[src/pkg/e1_irq_pkg.sv]
// Constants and carriers for the E1 block interrupt summary and FCS error counter
package e1_irq_pkg;

  // ==========================================================================
  // Bus geometry
  localparam int AXI_ADDR_W = 14;
  localparam int IDX_W = 12;
  localparam int SRC_NUM = 12;

  // ==========================================================================
  // Register indices; the byte address is four times the index
  localparam logic [11:0] IDX_CLK_CFG = 12'h100;
  localparam logic [11:0] IDX_FCS3_COUNT = 12'h92C;
  localparam logic [11:0] IDX_SUMMARY = 12'hB00;
  localparam logic [11:0] IDX_BLOCK_ENABLE = 12'hB01;
  localparam logic [11:0] IDX_IRQ_STATUS = 12'hB81;
  // Source status: spare bit6, six data-link, slip, three alarm, framer
  localparam logic [11:0] IDX_SRC_STATUS [SRC_NUM] = '{
    12'hB0C, 12'hB06, 12'hB16, 12'hB26, 12'hB10, 12'hB18, 12'hB28,
    12'hB08, 12'hB02, 12'hB0E, 12'hB40, 12'hB04};
  localparam logic [11:0] IDX_SRC_ENABLE [SRC_NUM] = '{
    12'hB0D, 12'hB07, 12'hB17, 12'hB27, 12'hB11, 12'hB19, 12'hB29,
    12'hB09, 12'hB03, 12'hB0F, 12'hB41, 12'hB05};

  // ==========================================================================
  // Summary bit positions, clock loss detect enable bit and source groups
  localparam int BIT_SPARE6 = 7;
  localparam int BIT_CLK_LOSS = 5;
  localparam int BIT_ONE_SEC = 4;
  localparam int BIT_HDLC = 3;
  localparam int BIT_SLIP = 2;
  localparam int BIT_ALARM = 1;
  localparam int BIT_FRAMER = 0;
  localparam int BIT_CLK_DETECT_EN = 0;
  localparam int SRC_SPARE6 = 0;
  localparam int SRC_HDLC_FIRST = 1;
  localparam int SRC_HDLC_LAST = 6;
  localparam int SRC_SLIP = 7;
  localparam int SRC_ALARM_FIRST = 8;
  localparam int SRC_ALARM_LAST = 10;
  localparam int SRC_FRAMER = 11;

  // ==========================================================================
  // Values
  localparam logic [7:0] RESET_BYTE = 8'h00;
  localparam logic [7:0] FCS_ONE = 8'h01;
  localparam logic [7:0] FCS_MAX = 8'hFF;
  localparam logic [7:0] ENABLE_WRITE_MASK = 8'hBF;
  localparam logic [1:0] RESP_OKAY = 2'h0;
  localparam logic [1:0] RESP_SLVERR = 2'h2;

  // ==========================================================================
  // Carriers
  typedef logic [SRC_NUM-1:0][7:0] src_byte_type;

  typedef struct packed {
    logic awvalid;
    logic [AXI_ADDR_W-1:0] awaddr;
    logic wvalid;
    logic [31:0] wdata;
    logic [3:0] wstrb;
    logic bready;
    logic arvalid;
    logic [AXI_ADDR_W-1:0] araddr;
    logic rready;
  } axil_req_type;

  typedef struct packed {
    logic awready;
    logic wready;
    logic bvalid;
    logic [1:0] bresp;
    logic arready;
    logic rvalid;
    logic [31:0] rdata;
    logic [1:0] rresp;
  } axil_rsp_type;

endpackage : e1_irq_pkg

[src/design/e1_block_irq_status_fcs_count.sv]
// Block interrupt summary, source flags, FCS error counter and AXI4-Lite slave
`timescale 1ns/100ps
`default_nettype none

// Operation
// - Count each FCS error of the third data-link receiver in eight bits.
// - Reading the counter returns the count since last read, then zeroes it.
// - Summary bit 7 is high while the spare bit6 block has pending requests.
// - Reading the spare bit6 source status register clears that request.
// - Summary bit 5 shows a clock loss event since the last summary read.
// - Clock loss summary can only set when clock loss detection is enabled.
// - Summary bit 4 shows a one-second tick since the last summary read.
// - Summary bit 3 is high while any data-link controller has a request.
// - Reading the six data-link status registers clears their requests.
// - Summary bit 2 follows slip requests, cleared by reading slip status.
// - Summary bit 1 follows alarm requests, cleared by reading alarm status.
// - Summary bit 0 follows framer requests, cleared by reading framer status.
// - Block enables and source enables both gate interrupts to the pin.
module e1_block_irq_status_fcs_count
(
  // Clock and reset
  input wire logic i_clk,
  input wire logic i_reset_n,
  // Register bus
  input wire e1_irq_pkg::axil_req_type i_axi,
  output var e1_irq_pkg::axil_rsp_type o_axi,
  // Sub-block events, one-cycle pulses
  input wire e1_irq_pkg::src_byte_type i_src_event,
  input wire logic i_fcs_error_ctrl3,
  input wire logic i_clock_loss_event,
  input wire logic i_one_second_tick,
  // Interrupt pin
  output logic o_irq
);
  import e1_irq_pkg::*;

  // ==========================================================================
  // State
  logic aw_held;
  logic w_held;
  logic [IDX_W-1:0] aw_idx;
  logic [7:0] w_byte;
  logic w_lane0;
  logic [7:0] fcs_count;
  src_byte_type src_flag;
  src_byte_type src_enable;
  logic [7:0] block_enable;
  logic clk_detect_en;
  logic clk_sticky;
  logic sec_sticky;
  logic [7:0] irq_status;
  logic [7:0] summary_prev;

  logic next_aw_held;
  logic next_w_held;
  logic [IDX_W-1:0] next_aw_idx;
  logic [7:0] next_w_byte;
  logic next_w_lane0;
  axil_rsp_type next_rsp;
  logic [7:0] next_fcs_count;
  src_byte_type next_src_flag;
  src_byte_type next_src_enable;
  logic [7:0] next_block_enable;
  logic next_clk_detect_en;
  logic next_clk_sticky;
  logic next_sec_sticky;
  logic [7:0] next_irq_status;
  logic next_irq;

  // Decoded terms
  logic aw_hs;
  logic w_hs;
  logic ar_hs;
  logic wr_go;
  logic wr_ok;
  logic wr_en;
  logic rd_ok;
  logic [7:0] rd_data;
  logic [IDX_W-1:0] rd_idx;
  logic [SRC_NUM-1:0] rd_src_hit;
  logic [SRC_NUM-1:0] wr_src_en_hit;
  logic [SRC_NUM-1:0] pend;
  logic [7:0] summary;
  logic rd_fcs;
  logic rd_sum;

  // ==========================================================================
  // Summary: bits 7 and 3-0 are the OR of their sub-block's enabled pending flags; bits 5 and 4 are sticky
  always_comb
  begin
    for (int k = 0; k < SRC_NUM; k++)
    begin
      pend[k] = |(src_flag[k] & src_enable[k]);
    end
    summary = RESET_BYTE;
    summary[BIT_SPARE6] = pend[SRC_SPARE6];
    summary[BIT_CLK_LOSS] = clk_sticky;
    summary[BIT_ONE_SEC] = sec_sticky;
    summary[BIT_HDLC] = |pend[SRC_HDLC_LAST:SRC_HDLC_FIRST];
    summary[BIT_SLIP] = pend[SRC_SLIP];
    summary[BIT_ALARM] = |pend[SRC_ALARM_LAST:SRC_ALARM_FIRST];
    summary[BIT_FRAMER] = pend[SRC_FRAMER];
  end

  // ==========================================================================
  // Address decode for reads (live address) and writes (latched address)
  always_comb
  begin
    aw_hs = i_axi.awvalid & o_axi.awready;
    w_hs = i_axi.wvalid & o_axi.wready;
    ar_hs = i_axi.arvalid & o_axi.arready;
    wr_go = aw_held & w_held & ~o_axi.bvalid;
    rd_idx = i_axi.araddr[AXI_ADDR_W-1:2];
    rd_ok = 1'b1;
    rd_data = RESET_BYTE;
    rd_src_hit = '0;
    wr_src_en_hit = '0;
    case (rd_idx)
      IDX_FCS3_COUNT: rd_data = fcs_count;
      IDX_SUMMARY: rd_data = summary;
      IDX_BLOCK_ENABLE: rd_data = block_enable;
      IDX_CLK_CFG: rd_data = {7'h00, clk_detect_en};
      IDX_IRQ_STATUS: rd_data = irq_status;
      default: rd_ok = 1'b0;
    endcase
    // Summary and counter are read-only: a write is answered but changes nothing
    case (aw_idx)
      IDX_FCS3_COUNT, IDX_SUMMARY, IDX_BLOCK_ENABLE, IDX_CLK_CFG, IDX_IRQ_STATUS:
        wr_ok = 1'b1;
      default: wr_ok = 1'b0;
    endcase
    for (int k = 0; k < SRC_NUM; k++)
    begin
      if (rd_idx == IDX_SRC_STATUS[k])
      begin
        rd_ok = 1'b1;
        rd_data = src_flag[k];
        rd_src_hit[k] = ar_hs;
      end
      if (rd_idx == IDX_SRC_ENABLE[k])
      begin
        rd_ok = 1'b1;
        rd_data = src_enable[k];
      end
      if (aw_idx == IDX_SRC_STATUS[k])
      begin
        wr_ok = 1'b1;
      end
      if (aw_idx == IDX_SRC_ENABLE[k])
      begin
        wr_ok = 1'b1;
        wr_src_en_hit[k] = 1'b1;
      end
    end
    wr_en = wr_go & w_lane0;
    rd_fcs = ar_hs && (rd_idx == IDX_FCS3_COUNT);
    rd_sum = ar_hs && (rd_idx == IDX_SUMMARY);
  end

  // ==========================================================================
  // Bus handshake: address and data in either order, one write and one read
  always_comb
  begin
    next_rsp = o_axi;
    next_aw_held = aw_held;
    next_w_held = w_held;
    next_aw_idx = aw_idx;
    next_w_byte = w_byte;
    next_w_lane0 = w_lane0;
    if (aw_hs)
    begin
      next_aw_held = 1'b1;
      next_aw_idx = i_axi.awaddr[AXI_ADDR_W-1:2];
    end
    if (w_hs)
    begin
      next_w_held = 1'b1;
      next_w_byte = i_axi.wdata[7:0];
      next_w_lane0 = i_axi.wstrb[0];
    end
    if (o_axi.bvalid && i_axi.bready)
    begin
      next_rsp.bvalid = 1'b0;
    end
    if (wr_go)
    begin
      next_aw_held = 1'b0;
      next_w_held = 1'b0;
      next_rsp.bvalid = 1'b1;
      next_rsp.bresp = wr_ok ? RESP_OKAY : RESP_SLVERR;
    end
    // Readies stay low until the response is taken, so one write is in flight
    next_rsp.awready = ~next_aw_held & ~next_rsp.bvalid;
    next_rsp.wready = ~next_w_held & ~next_rsp.bvalid;
    if (o_axi.rvalid && i_axi.rready)
    begin
      next_rsp.rvalid = 1'b0;
    end
    if (ar_hs)
    begin
      next_rsp.rvalid = 1'b1;
      next_rsp.rdata = {24'h000000, rd_data};
      next_rsp.rresp = rd_ok ? RESP_OKAY : RESP_SLVERR;
    end
    next_rsp.arready = ~next_rsp.rvalid;
  end

  // ==========================================================================
  // Register state: counters, sticky flags, enables; a set always beats a clear
  always_comb
  begin
    next_fcs_count = fcs_count;
    if (rd_fcs)
    begin
      next_fcs_count = i_fcs_error_ctrl3 ? FCS_ONE : RESET_BYTE;
    end
    else if (i_fcs_error_ctrl3 && (fcs_count != FCS_MAX))
    begin
      next_fcs_count = fcs_count + FCS_ONE;
    end
    for (int k = 0; k < SRC_NUM; k++)
    begin
      // Source reads clear flags; an event in the same cycle survives
      next_src_flag[k] = (src_flag[k] & ~{8{rd_src_hit[k]}}) | i_src_event[k];
      next_src_enable[k] = (wr_en && wr_src_en_hit[k]) ? w_byte : src_enable[k];
    end
    next_block_enable = block_enable;
    next_clk_detect_en = clk_detect_en;
    if (wr_en && (aw_idx == IDX_BLOCK_ENABLE))
    begin
      next_block_enable = w_byte & ENABLE_WRITE_MASK;
    end
    if (wr_en && (aw_idx == IDX_CLK_CFG))
    begin
      next_clk_detect_en = w_byte[BIT_CLK_DETECT_EN];
    end
    // Clock loss needs detection and its enable; the summary read clears it
    next_clk_sticky = (clk_sticky & ~rd_sum)
      | (i_clock_loss_event & clk_detect_en & block_enable[BIT_CLK_LOSS]);
    next_sec_sticky = (sec_sticky & ~rd_sum)
      | (i_one_second_tick & block_enable[BIT_ONE_SEC]);
    // Interrupt status catches each summary rise; written ones clear it
    next_irq_status = irq_status;
    if (wr_en && (aw_idx == IDX_IRQ_STATUS))
    begin
      next_irq_status = irq_status & ~w_byte;
    end
    next_irq_status = next_irq_status | (summary & ~summary_prev);
    next_irq = |(irq_status & block_enable);
  end

  // ==========================================================================
  // Registers
  always_ff @(posedge i_clk or negedge i_reset_n)
  begin
    if (!i_reset_n)
    begin
      o_axi <= '0;
      aw_held <= 1'b0;
      w_held <= 1'b0;
      aw_idx <= '0;
      w_byte <= RESET_BYTE;
      w_lane0 <= 1'b0;
      fcs_count <= RESET_BYTE;
      src_flag <= '0;
      src_enable <= '0;
      block_enable <= RESET_BYTE;
      clk_detect_en <= 1'b0;
      clk_sticky <= 1'b0;
      sec_sticky <= 1'b0;
      irq_status <= RESET_BYTE;
      summary_prev <= RESET_BYTE;
      o_irq <= 1'b0;
    end
    else
    begin
      o_axi <= next_rsp;
      aw_held <= next_aw_held;
      w_held <= next_w_held;
      aw_idx <= next_aw_idx;
      w_byte <= next_w_byte;
      w_lane0 <= next_w_lane0;
      fcs_count <= next_fcs_count;
      src_flag <= next_src_flag;
      src_enable <= next_src_enable;
      block_enable <= next_block_enable;
      clk_detect_en <= next_clk_detect_en;
      clk_sticky <= next_clk_sticky;
      sec_sticky <= next_sec_sticky;
      irq_status <= next_irq_status;
      summary_prev <= summary;
      o_irq <= next_irq;
    end
  end
endmodule : e1_block_irq_status_fcs_count

`default_nettype wire

[config.mk]
export PLATFORM = sky130hd
export DESIGN_NAME = e1_block_irq_status_fcs_count
export DESIGN_NICKNAME = d
export VERILOG_FILES = /design/src/pkg/e1_irq_pkg.sv /design/src/design/e1_block_irq_status_fcs_count.sv
export SDC_FILE = /design/constraint.sdc
export NUM_CORES = 1
export LEC_CHECK = 0
export ABC_AREA = 1
export BUFFER_PORTS_ARGS = -buffer_cell sky130_fd_sc_hd__buf_2
export CAP_MARGIN = 20
export CORE_ASPECT_RATIO = 1.4
export CORE_MARGIN = 2
export CORE_UTILIZATION = 50
export DETAILED_ROUTE_END_ITERATION = 10
export PLACE_DENSITY = 0.76
export SLEW_MARGIN = 20
export SYNTH_ARGS = -nofsm -noshare
export SYNTH_HDL_FRONTEND = slang
export SYNTH_SLANG_ARGS = --single-unit
[constraint.sdc]
create_clock -name i_clk -period 1.94 [get_ports i_clk]
set_input_delay 0.194 -clock i_clk [delete_from_list [all_inputs] [get_ports i_clk]]
set_output_delay 0.194 -clock i_clk [all_outputs]
set_load 0.03 [all_outputs]
==> flow_summary.html, run 1 <==
<table>
<tr><th>Metric</th><th>Value</th></tr>
<tr><th colspan="2">STA</th></tr>
<tr><td>Share of the cycle needed by the critical path after routing</td><td>147%</td></tr>
<tr><td>Maximum clock frequency</td><td>0.351 GHz</td></tr>
<tr><td>Normalized max-slew margin</td><td>61.1%</td></tr>
<tr><td>Finish-stage setup viols</td><td>8</td></tr>
<tr><td>Accumulated negative setup slack</td><td>-4.40 ns</td></tr>
<tr><td>Min Hold Slack</td><td>0.136 ns</td></tr>
<tr><td>Transition time of the tightest slew-check pin</td><td>0.584 ns</td></tr>
<tr><td>Worst setup skew after layout</td><td>0.0175 ns</td></tr>
<tr><td>Final critical delay including setup and external delays</td><td>2.85 ns</td></tr>
<tr><td>Final Slew Violations</td><td>0</td></tr>
<tr><td>Unrepaired setup endpoints after global routing</td><td>yes</td></tr>
<tr><td>Final worst-path setup slack</td><td>-0.909 ns</td></tr>
<tr><td>Fin. Hold Viols</td><td>0</td></tr>
<tr><th colspan="2">Placement</th></tr>
<tr><td>Placement Cell Area</td><td>0.0173 mm²</td></tr>
<tr><td>HPWL reported at the end of detailed placement</td><td>35100 µm</td></tr>
<tr><td>Placer Congestion</td><td>1.01</td></tr>
<tr><td>Worst setup slack before clock tree synthesis</td><td>-1.02 ns</td></tr>
<tr><td>Port Buffers</td><td>154</td></tr>
<tr><td>Cell count after placement</td><td>2519</td></tr>
<tr><th colspan="2">Drt</th></tr>
<tr><td>Antenna Violating Nets Remaining</td><td>0</td></tr>
<tr><td>Length of the first detailed-routing pass in iterations</td><td>6</td></tr>
<tr><td>Number of remaining DRC errors</td><td>0</td></tr>
<tr><td>Avg WL per Cell</td><td>18.7 µm</td></tr>
<tr><td>Vias per cell</td><td>5.47</td></tr>
<tr><td>Violation count after the first detailed-routing iteration</td><td>1359</td></tr>
<tr><td>Post-Route WL</td><td>50600 µm</td></tr>
<tr><td>Via count of the routed design</td><td>14800</td></tr>
<tr><th colspan="2">Critical path</th></tr>
<tr><td>Critical Path Fanout Max</td><td>2</td></tr>
<tr><td>CP Data Arrival Time</td><td>3.29 ns</td></tr>
<tr><td>Critical path's largest stage delay</td><td>0.38 ns</td></tr>
<tr><td>Cell chain of the critical path</td><td>nand2_1 &gt; nand4_1 &gt; nor3_2 &gt; inv_1 &gt; a21oi_2 &gt; nand2_2 &gt; o21ai_2 &gt; nand4_1 &gt; nand2_1 &gt; nand4_1 &gt; nand2_1 &gt; nand4_1 &gt; nand2_1 &gt; nand4_1 &gt; nand2_1 &gt; nand4_1 &gt; nand2_1 &gt; nand3_1 &gt; nand2_1 &gt; nand2_1</td></tr>
<tr><td>Critical-path top delay cell</td><td>dfrtp_1</td></tr>
<tr><td>Depth of the most critical reg-to-reg path</td><td>20</td></tr>
<tr><td>Register-to-register setup slack</td><td>-0.91 ns</td></tr>
<tr><td>Most Frequent Cell on Critical Path</td><td>nand2_1</td></tr>
<tr><td>CP required</td><td>2.38 ns</td></tr>
<tr><td>Origin of the worst setup path</td><td>src_enable[93]$_DFFE_PN0P_</td></tr>
<tr><td>Critical R2R Capture</td><td>o_axi[2]$_DFFE_PN0P_</td></tr>
<tr><td>Reg-to-Reg Start</td><td>src_enable[93]$_DFFE_PN0P_</td></tr>
<tr><td>Startpoint class of the critical path</td><td>flop</td></tr>
<tr><td>Setup crit end kind</td><td>flop</td></tr>
<tr><td>Worst Path Class, Setup</td><td>reg2reg</td></tr>
<tr><th colspan="2">Synth</th></tr>
<tr><td>Async set or reset register ratio after synthesis</td><td>100%</td></tr>
<tr><td>Flops &amp; latches, synth</td><td>264</td></tr>
<tr><td>Post-Syn Area per Cell</td><td>7.85 µm²</td></tr>
<tr><td>Cell area after synthesis</td><td>0.0133 mm²</td></tr>
<tr><td>Post-synth top cells</td><td>481 x nand2_1, 264 x dfrtp_1, 233 x inv_1</td></tr>
<tr><td>Instance count of the mapped netlist</td><td>1697</td></tr>
<tr><td>Number of enable flip-flop cells after synthesis</td><td>0</td></tr>
<tr><td>Top-area cell type share of the netlist area</td><td>49.6%</td></tr>
<tr><td>Biggest area consumer among synthesized cells</td><td>dfrtp_1</td></tr>
<tr><td>Count leader, synth</td><td>nand2_1</td></tr>
<tr><td>Sequential cell area fraction in the yosys report</td><td>49.6%</td></tr>
<tr><td>Top_reg_cell synth</td><td>dfrtp_1</td></tr>
<tr><td>Yosys warns</td><td>0</td></tr>
<tr><td>Yosys cell types</td><td>46</td></tr>
<tr><td>Top cells by area, synth</td><td>dfrtp_1 50%, nand2_1 14%, inv_1 6.6%</td></tr>
<tr><th colspan="2">GRT</th></tr>
<tr><td>Pin count of the biggest net entering global routing</td><td>77</td></tr>
<tr><td>Antenna violations before repair</td><td>4</td></tr>
<tr><td>Number of global-route vias before repair</td><td>14800</td></tr>
<tr><td>Met3 usage in global routing</td><td>4.56%</td></tr>
<tr><td>Final global-route overflow total</td><td>0</td></tr>
<tr><td>First-pass GRT wire length</td><td>77300 µm</td></tr>
<tr><td>Total GRT Usage</td><td>36.0%</td></tr>
<tr><td>GR Layer Usage met1</td><td>42.4%</td></tr>
<tr><td>Most congested layer reported by global routing</td><td>met2</td></tr>
<tr><td>Global routing met2 resource utilization</td><td>61.7%</td></tr>
<tr><th colspan="2">Clock network</th></tr>
<tr><td>Clock H-tree levels</td><td>1</td></tr>
<tr><td>Library cell used as clock root buffer</td><td>clkbuf_16</td></tr>
<tr><td>Source-to-sink clock delay at the later pin of the worst-skew pair</td><td>0.55 ns</td></tr>
<tr><td>Clock Path Buffers</td><td>3</td></tr>
<tr><td>Clock transition at the register clock pins on the worst setup and hold paths after CTS</td><td>0.07 ns</td></tr>
<tr><td>TritonCTS clock tree</td><td>done</td></tr>
<tr><td>Clock buffer count from CTS</td><td>27</td></tr>
<tr><td>Clock tree sinks</td><td>264</td></tr>
<tr><th colspan="2">Final layout</th></tr>
<tr><td>Final standard cell area without fillers</td><td>0.0198 mm²</td></tr>
<tr><td>Number of non-filler instances in the completed layout</td><td>2701</td></tr>
<tr><td>Fraction of layout instances using a drive strength above 1</td><td>29.5%</td></tr>
<tr><td>Fillcell total</td><td>1841</td></tr>
<tr><td>Relative area change from synthesis to final layout</td><td>48.5%</td></tr>
<tr><td>Number of nets in the layout</td><td>2526</td></tr>
<tr><td>Fin util</td><td>75.5%</td></tr>
<tr><th colspan="2">Floorplanning</th></tr>
<tr><td># IOs</td><td>212</td></tr>
<tr><td>Die boundary height</td><td>197 µm</td></tr>
<tr><td>Die width</td><td>142 µm</td></tr>
<tr><td>Die area</td><td>0.0280 mm²</td></tr>
<tr><td>Std cell rows</td><td>70</td></tr>
<tr><td>Effective utilization at floorplan</td><td>50.9%</td></tr>
<tr><td>Area of the core</td><td>0.0262 mm²</td></tr>
<tr><th colspan="2">Pwr</th></tr>
<tr><td>Leakage power figure</td><td>10.5 nW</td></tr>
<tr><td>Power density normalized to cell area</td><td>770 mW/mm²</td></tr>
<tr><td>Worst vdd ir</td><td>0.739 mV</td></tr>
<tr><td>Power after layout</td><td>15.2 mW</td></tr>
<tr><th colspan="2">Hold path</th></tr>
<tr><td>Class of the tightest hold or removal check</td><td>in2async</td></tr>
<tr><th colspan="2">Run</th></tr>
<tr><td>Number of maximum-capacitance violations</td><td>0</td></tr>
<tr><th colspan="2">Run status</th></tr>
<tr><td>Violated checks</td><td>setup timing</td></tr>
<tr><td>Result of the run</td><td>finished with violations</td></tr>
</table>
==> area by class of cell <==
class,instances,area (µm²),share of cell area [%]
Timing Repair Buffer,663,5060,25.6
Antenna cell,3,7.51,0.0380
Multi-Input combinational cell,1149,5860,29.6
Inverter,250,967,4.89
Clock inverter,10,88.8,0.449
Tap cell,324,405,2.05
Clock buffer,38,787,3.98
Sequential cell,264,6610,33.4
==> critical path: cells and delay by family, from the launching register on <==
kind	cells	cell delay, ns
compound gates	2	0.32
buf+inv	1	0.11
flops	1	0.38
simple gates	17	1.93
==> metal layers <==
metal  routed length [µm]  part of all wire, %  up-vias
met1                18200                   36     6866
met2                24500                   48      855
li1                     -                    -     6775
met3                 3800                  7.5      268
met4                 4140                  8.2        0
met5                    0                    0        -
==> worst max-delay path by stage <==
| stage | to | cells past startpoint |
|---|---|---|
| 2_1_floorplan | o_axi[3]$_DFFE_PN0P_ | 19 |
| 3_3_place_gp | o_axi[2]$_DFFE_PN0P_ | 26 |
| 3_5_place_dp | o_axi[2]$_DFFE_PN0P_ | 26 |
| 4_1_cts | o_axi[2]$_DFFE_PN0P_ | 20 |
| 5_1_grt | o_axi[2]$_DFFE_PN0P_ | 20 |
| 6_report | o_axi[2]$_DFFE_PN0P_ | 20 |
==> timing repair <==
item                       in CTS  in global routing
pin swaps                      19                 35
setup endpoints to repair      10                 46
hold endpoints to repair      318                  0
gates resized for setup        36                 60
buffers inserted                1                  5
cloned                          0                  1
hold buffers                  125                  0
==> layout by cell type, fill, tap and decap left out, types with 11 or more instances in the layout <==
cell type / instances
o21ai_0: 164
nor4_1: 12
inv_2: 29
buf_12: 11
nand4_1: 48
nor3_1: 32
a21oi_1: 42
nor2_1: 94
conb_1: 26
inv_1: 216
clkbuf_16: 27
o21bai_1: 96
nand2_2: 12
buf_4: 370
nand2_1: 472
dlygate4sd3_1: 125
dfrtp_1: 264
nor2_2: 21
nand3_1: 38
buf_2: 153
==> registers in the layout, indices dropped and copies added, names as in the netlist <==
name,cells
clk_sticky,1
clk_detect_en,1
summary_prev,7
w_lane0,1
w_byte,8
aw_held,1
o_axi,15
aw_idx,12
src_flag,96
w_held,1
sec_sticky,1
fcs_count,8
block_enable,7
irq_status,8
src_enable,96
o_irq,1
==> report_power, final <==
group	leakage (nW)	switching, mW	internal (mW)
Combinational	7.04	2.39	1.39
Clock	0.422	2.26	2.95
Sequential	3.08	0.317	5.91
==> logic make-up after synthesis <==
| logic type | share of synthesized area (%) |
|---|---|
| buf+inv | 9.53 |
| simple gates | 25.0 |
| compound gates | 15.6 |
| mux | 0.0846 |
| other cells | 0.0282 |
| flops | 49.6 |
| xor+xnor | 0.0658 |
| fa+ha+maj | 0.0939 |
No activity file was read; power rests on OpenSTA's default activity.
==> inputs of run 2 (changes only) <==
Settings changed: PLACE_DENSITY 0.76 to 0.73.
Clock period 1.94 ns to 3.7 ns, I/O delays scaled along.
==> run 2 against run 1 <==
Net effect: the flow now finishes without violations; cell area decreased by 22%; final cell count decreased by 18%; power decreased by 52%; utilization decreased by 17 points; non-clock buffer count decreased by 487; first-iteration DRC count decreased by 19%; critical path type unchanged; largest cell class unchanged; largest power group unchanged.
==> flow_summary.html, run 2 (synthesis gave the netlist of run 1 again) <==
<table>
<tr><th>Metric</th><th>Value</th></tr>
<tr><th colspan="2">Run status</th></tr>
<tr><td>Result of the run</td><td>complete, no violations</td></tr>
<tr><th colspan="2">STA</th></tr>
<tr><td>Fin. Hold Viols</td><td>0 (unchanged)</td></tr>
<tr><td>Unrepaired setup endpoints after global routing</td><td>no</td></tr>
<tr><td>Maximum clock frequency</td><td>0.347 GHz (-1.2%)</td></tr>
<tr><td>Finish-stage setup viols</td><td>0 (-8)</td></tr>
<tr><td>Normalized max-slew margin</td><td>33.2% (-28 points)</td></tr>
<tr><td>Transition time of the tightest slew-check pin</td><td>0.995 ns (+0.411 ns)</td></tr>
<tr><td>Worst setup skew after layout</td><td>0.0157 ns (-0.00185 ns)</td></tr>
<tr><td>Final critical delay including setup and external delays</td><td>2.88 ns (+0.0349 ns)</td></tr>
<tr><td>Accumulated negative setup slack</td><td>0 ns (+4.40 ns)</td></tr>
<tr><td>Share of the cycle needed by the critical path after routing</td><td>77.9% (-69 points)</td></tr>
<tr><td>Min Hold Slack</td><td>0.0244 ns (-0.111 ns)</td></tr>
<tr><td>Final Slew Violations</td><td>0 (unchanged)</td></tr>
<tr><th colspan="2">Clock network</th></tr>
<tr><td>Buffers inserted during post-CTS setup optimization</td><td>0 (-1)</td></tr>
<tr><td>Clock H-tree levels</td><td>1 (unchanged)</td></tr>
<tr><td>Clock Path Buffers</td><td>3 (unchanged)</td></tr>
<tr><td>Clock transition at the register clock pins on the worst setup and hold paths after CTS</td><td>0.06 ns (about the same)</td></tr>
<tr><td>Source-to-sink clock delay at the later pin of the worst-skew pair</td><td>0.54 ns (about the same)</td></tr>
<tr><td>Library cell used as clock root buffer</td><td>clkbuf_16</td></tr>
<tr><td>TritonCTS clock tree</td><td>done</td></tr>
<tr><td>Clock buffer count from CTS</td><td>27 (unchanged)</td></tr>
<tr><td>Clock tree sinks</td><td>264 (unchanged)</td></tr>
<tr><th colspan="2">Placement</th></tr>
<tr><td>Placer Congestion</td><td>0.949 (-6.4%)</td></tr>
<tr><td>Port Buffers</td><td>154 (unchanged)</td></tr>
<tr><td>Cell count after placement</td><td>2162 (-14%)</td></tr>
<tr><td>HPWL reported at the end of detailed placement</td><td>29200 µm (-17%)</td></tr>
<tr><td>Placement Cell Area</td><td>0.0145 mm² (-16%)</td></tr>
<tr><th colspan="2">Floorplanning</th></tr>
<tr><td>Die boundary height</td><td>197 µm (unchanged)</td></tr>
<tr><td>Area of the core</td><td>0.0262 mm² (unchanged)</td></tr>
<tr><td># IOs</td><td>212 (unchanged)</td></tr>
<tr><td>Die area</td><td>0.0280 mm² (unchanged)</td></tr>
<tr><td>Die width</td><td>142 µm (unchanged)</td></tr>
<tr><td>Std cell rows</td><td>70 (unchanged)</td></tr>
<tr><td>Effective utilization at floorplan</td><td>50.9% (unchanged)</td></tr>
<tr><th colspan="2">Run</th></tr>
<tr><td>Number of maximum-capacitance violations</td><td>0 (unchanged)</td></tr>
<tr><th colspan="2">Drt</th></tr>
<tr><td>Routed met1 length</td><td>15900 µm (-13%)</td></tr>
<tr><td>Wire length on met2</td><td>19000 µm (-23%)</td></tr>
<tr><td>Amount of wire on met3 after detailed routing</td><td>2520 µm (-34%)</td></tr>
<tr><td>Avg WL per Cell</td><td>17.7 µm (-5.8%)</td></tr>
<tr><td>Antenna Violating Nets Remaining</td><td>0 (unchanged)</td></tr>
<tr><td>Via count of the routed design</td><td>12000 (-19%)</td></tr>
<tr><td>Violation count after the first detailed-routing iteration</td><td>1100 (-19%)</td></tr>
<tr><td>Vias per cell</td><td>5.43 (-0.60%)</td></tr>
<tr><td>Length of the first detailed-routing pass in iterations</td><td>5 (-1)</td></tr>
<tr><td>Highest routing layer actually used</td><td>met4</td></tr>
<tr><td>Number of remaining DRC errors</td><td>0 (unchanged)</td></tr>
<tr><td>Post-Route WL</td><td>39000 µm (-23%)</td></tr>
<tr><th colspan="2">Critical path</th></tr>
<tr><td>Startpoint class of the critical path</td><td>flop</td></tr>
<tr><td>Cell chain of the critical path</td><td>nand2_1 &gt; nand4_1 &gt; nor3_1 &gt; inv_1 &gt; a21oi_1 &gt; nand2_1 &gt; o21ai_1 &gt; nand4_1 &gt; nand2_1 &gt; nand4_1 &gt; nand2_1 &gt; nand4_1 &gt; nand2_1 &gt; nand4_1 &gt; nand2_1 &gt; nand4_1 &gt; nand2_1 &gt; nand3_1 &gt; nand2_1 &gt; nand2_1</td></tr>
<tr><td>Worst path bufs/invs</td><td>1 (unchanged)</td></tr>
<tr><td>Worst Path Class, Setup</td><td>reg2reg</td></tr>
<tr><td>Setup crit end kind</td><td>flop</td></tr>
<tr><td>Register-to-register setup slack</td><td>0.82 ns (+1.73 ns)</td></tr>
<tr><td>CP Data Arrival Time</td><td>3.31 ns (+0.02 ns)</td></tr>
<tr><td>Critical path's largest stage delay</td><td>0.40 ns (+0.02 ns)</td></tr>
<tr><td>Reg-to-Reg Start</td><td>src_flag[93]$_DFF_PN0_</td></tr>
<tr><td>Largest delay share family, worst path</td><td>simple AND/OR/NAND/NOR gates</td></tr>
<tr><td>Origin of the worst setup path</td><td>src_flag[93]$_DFF_PN0_</td></tr>
<tr><td>Most Frequent Cell on Critical Path</td><td>nand2_1</td></tr>
<tr><td>Critical-path top delay cell</td><td>dfrtp_1</td></tr>
<tr><td>CP required</td><td>4.12 ns (+1.74 ns)</td></tr>
<tr><td>Critical Path Fanout Max</td><td>3 (+1)</td></tr>
<tr><th colspan="2">Hold path</th></tr>
<tr><td>Class of the tightest hold or removal check</td><td>in2reg</td></tr>
<tr><td>Source of the worst hold timing path</td><td>i_src_event[29]</td></tr>
<tr><th colspan="2">Final layout</th></tr>
<tr><td>Most common library cell in the layout ignoring fill and taps</td><td>nand2_1</td></tr>
<tr><td>Fillcell total</td><td>2450 (+33%)</td></tr>
<tr><td>Fin util</td><td>58.8% (-17 points)</td></tr>
<tr><td>Antenna diodes</td><td>0 (-3)</td></tr>
<tr><td>Number of non-filler instances in the completed layout</td><td>2210 (-18%)</td></tr>
<tr><td>Most frequent cells in the layout</td><td>481 x nand2_1, 264 x dfrtp_1, 233 x inv_1</td></tr>
<tr><td>Combined flip-flop and latch cell area</td><td>0.00661 mm² (unchanged)</td></tr>
<tr><td>Final standard cell area without fillers</td><td>0.0154 mm² (-22%)</td></tr>
<tr><td>Largest registers</td><td>src_enable (96), src_flag (96), o_axi (15)</td></tr>
<tr><td>Number of nets in the layout</td><td>2039 (-19%)</td></tr>
<tr><td>Relative area change from synthesis to final layout</td><td>15.6%</td></tr>
<tr><td>Fraction of layout instances using a drive strength above 1</td><td>13.6% (-16 points)</td></tr>
<tr><td>Multi-input logic area</td><td>0.00554 mm² (-5.5%)</td></tr>
<tr><th colspan="2">GRT</th></tr>
<tr><td>First-pass GRT wire length</td><td>61900 µm (-20%)</td></tr>
<tr><td>Pin count of the biggest net entering global routing</td><td>108 (+40%)</td></tr>
<tr><td>Total GRT Usage</td><td>28.4% (-7.6 points)</td></tr>
<tr><td>Number of global-route vias before repair</td><td>11900 (-20%)</td></tr>
<tr><td>Final global-route overflow total</td><td>0 (unchanged)</td></tr>
<tr><td>Antenna violations before repair</td><td>0 (-4)</td></tr>
<tr><th colspan="2">Pwr</th></tr>
<tr><td>Power density normalized to cell area</td><td>477 mW/mm² (-38%)</td></tr>
<tr><td>Worst vdd ir</td><td>0.301 mV (-59%)</td></tr>
<tr><td>Leakage power figure</td><td>8.16 nW (-23%)</td></tr>
</table>
run 2: power by group:
part,internal (mW),leakage [nW],switching [mW]
logic,0.283,4.63,0.934
clock network,1.73,0.451,1.12
registers,3.10,3.08,0.168
run 2: final cells by class:
cell class	instances	share of cell area (%)
clock buffers	39	5.07
clock inverters	8	0.927
inverters	250	6.15
multi-input cells	1149	36.0
flip-flops and latches	264	42.9
well taps	324	2.63
repair buffers	176	6.33
run 2: worst paths after layout:
path,to,cells past startpoint
worst min register to register,summary_prev[5]$_DFF_PN0_,0
min in group asynchronous,o_axi[39]$_DFF_PN0_,2
worst max register to register,o_axi[2]$_DFFE_PN0P_,20
worst min-delay path,src_flag[29]$_DFF_PN0_,2
max in group asynchronous,fcs_count[3]$_DFFE_PN0P_,3
worst max-delay path,o_axi[2]$_DFFE_PN0P_,20
run 2: through the flow:
step	worst slack, ns	power, mW
floorplan	1.52	3.99
global placement	0.483	4.50
detailed placement	0.479	4.52
CTS	0.890	7.36
global route	0.620	7.62
finish	0.816	7.34
run 2: repair_timing:
| item | in CTS | in global routing |
|---|---|---|
| gates resized for setup | 0 | 0 |
| setup endpoints to repair | 0 | 0 |
| endpoints found under the hold margin | 104 | 0 |
| hold buffers | 1 | 0 |
run 2: routing by layer:
layer	up-vias	track usage, %
met3	87	3.73
met5	-	0
li1	5775	-
met1	5684	36.5
met4	0	11.6
met2	462	48.5
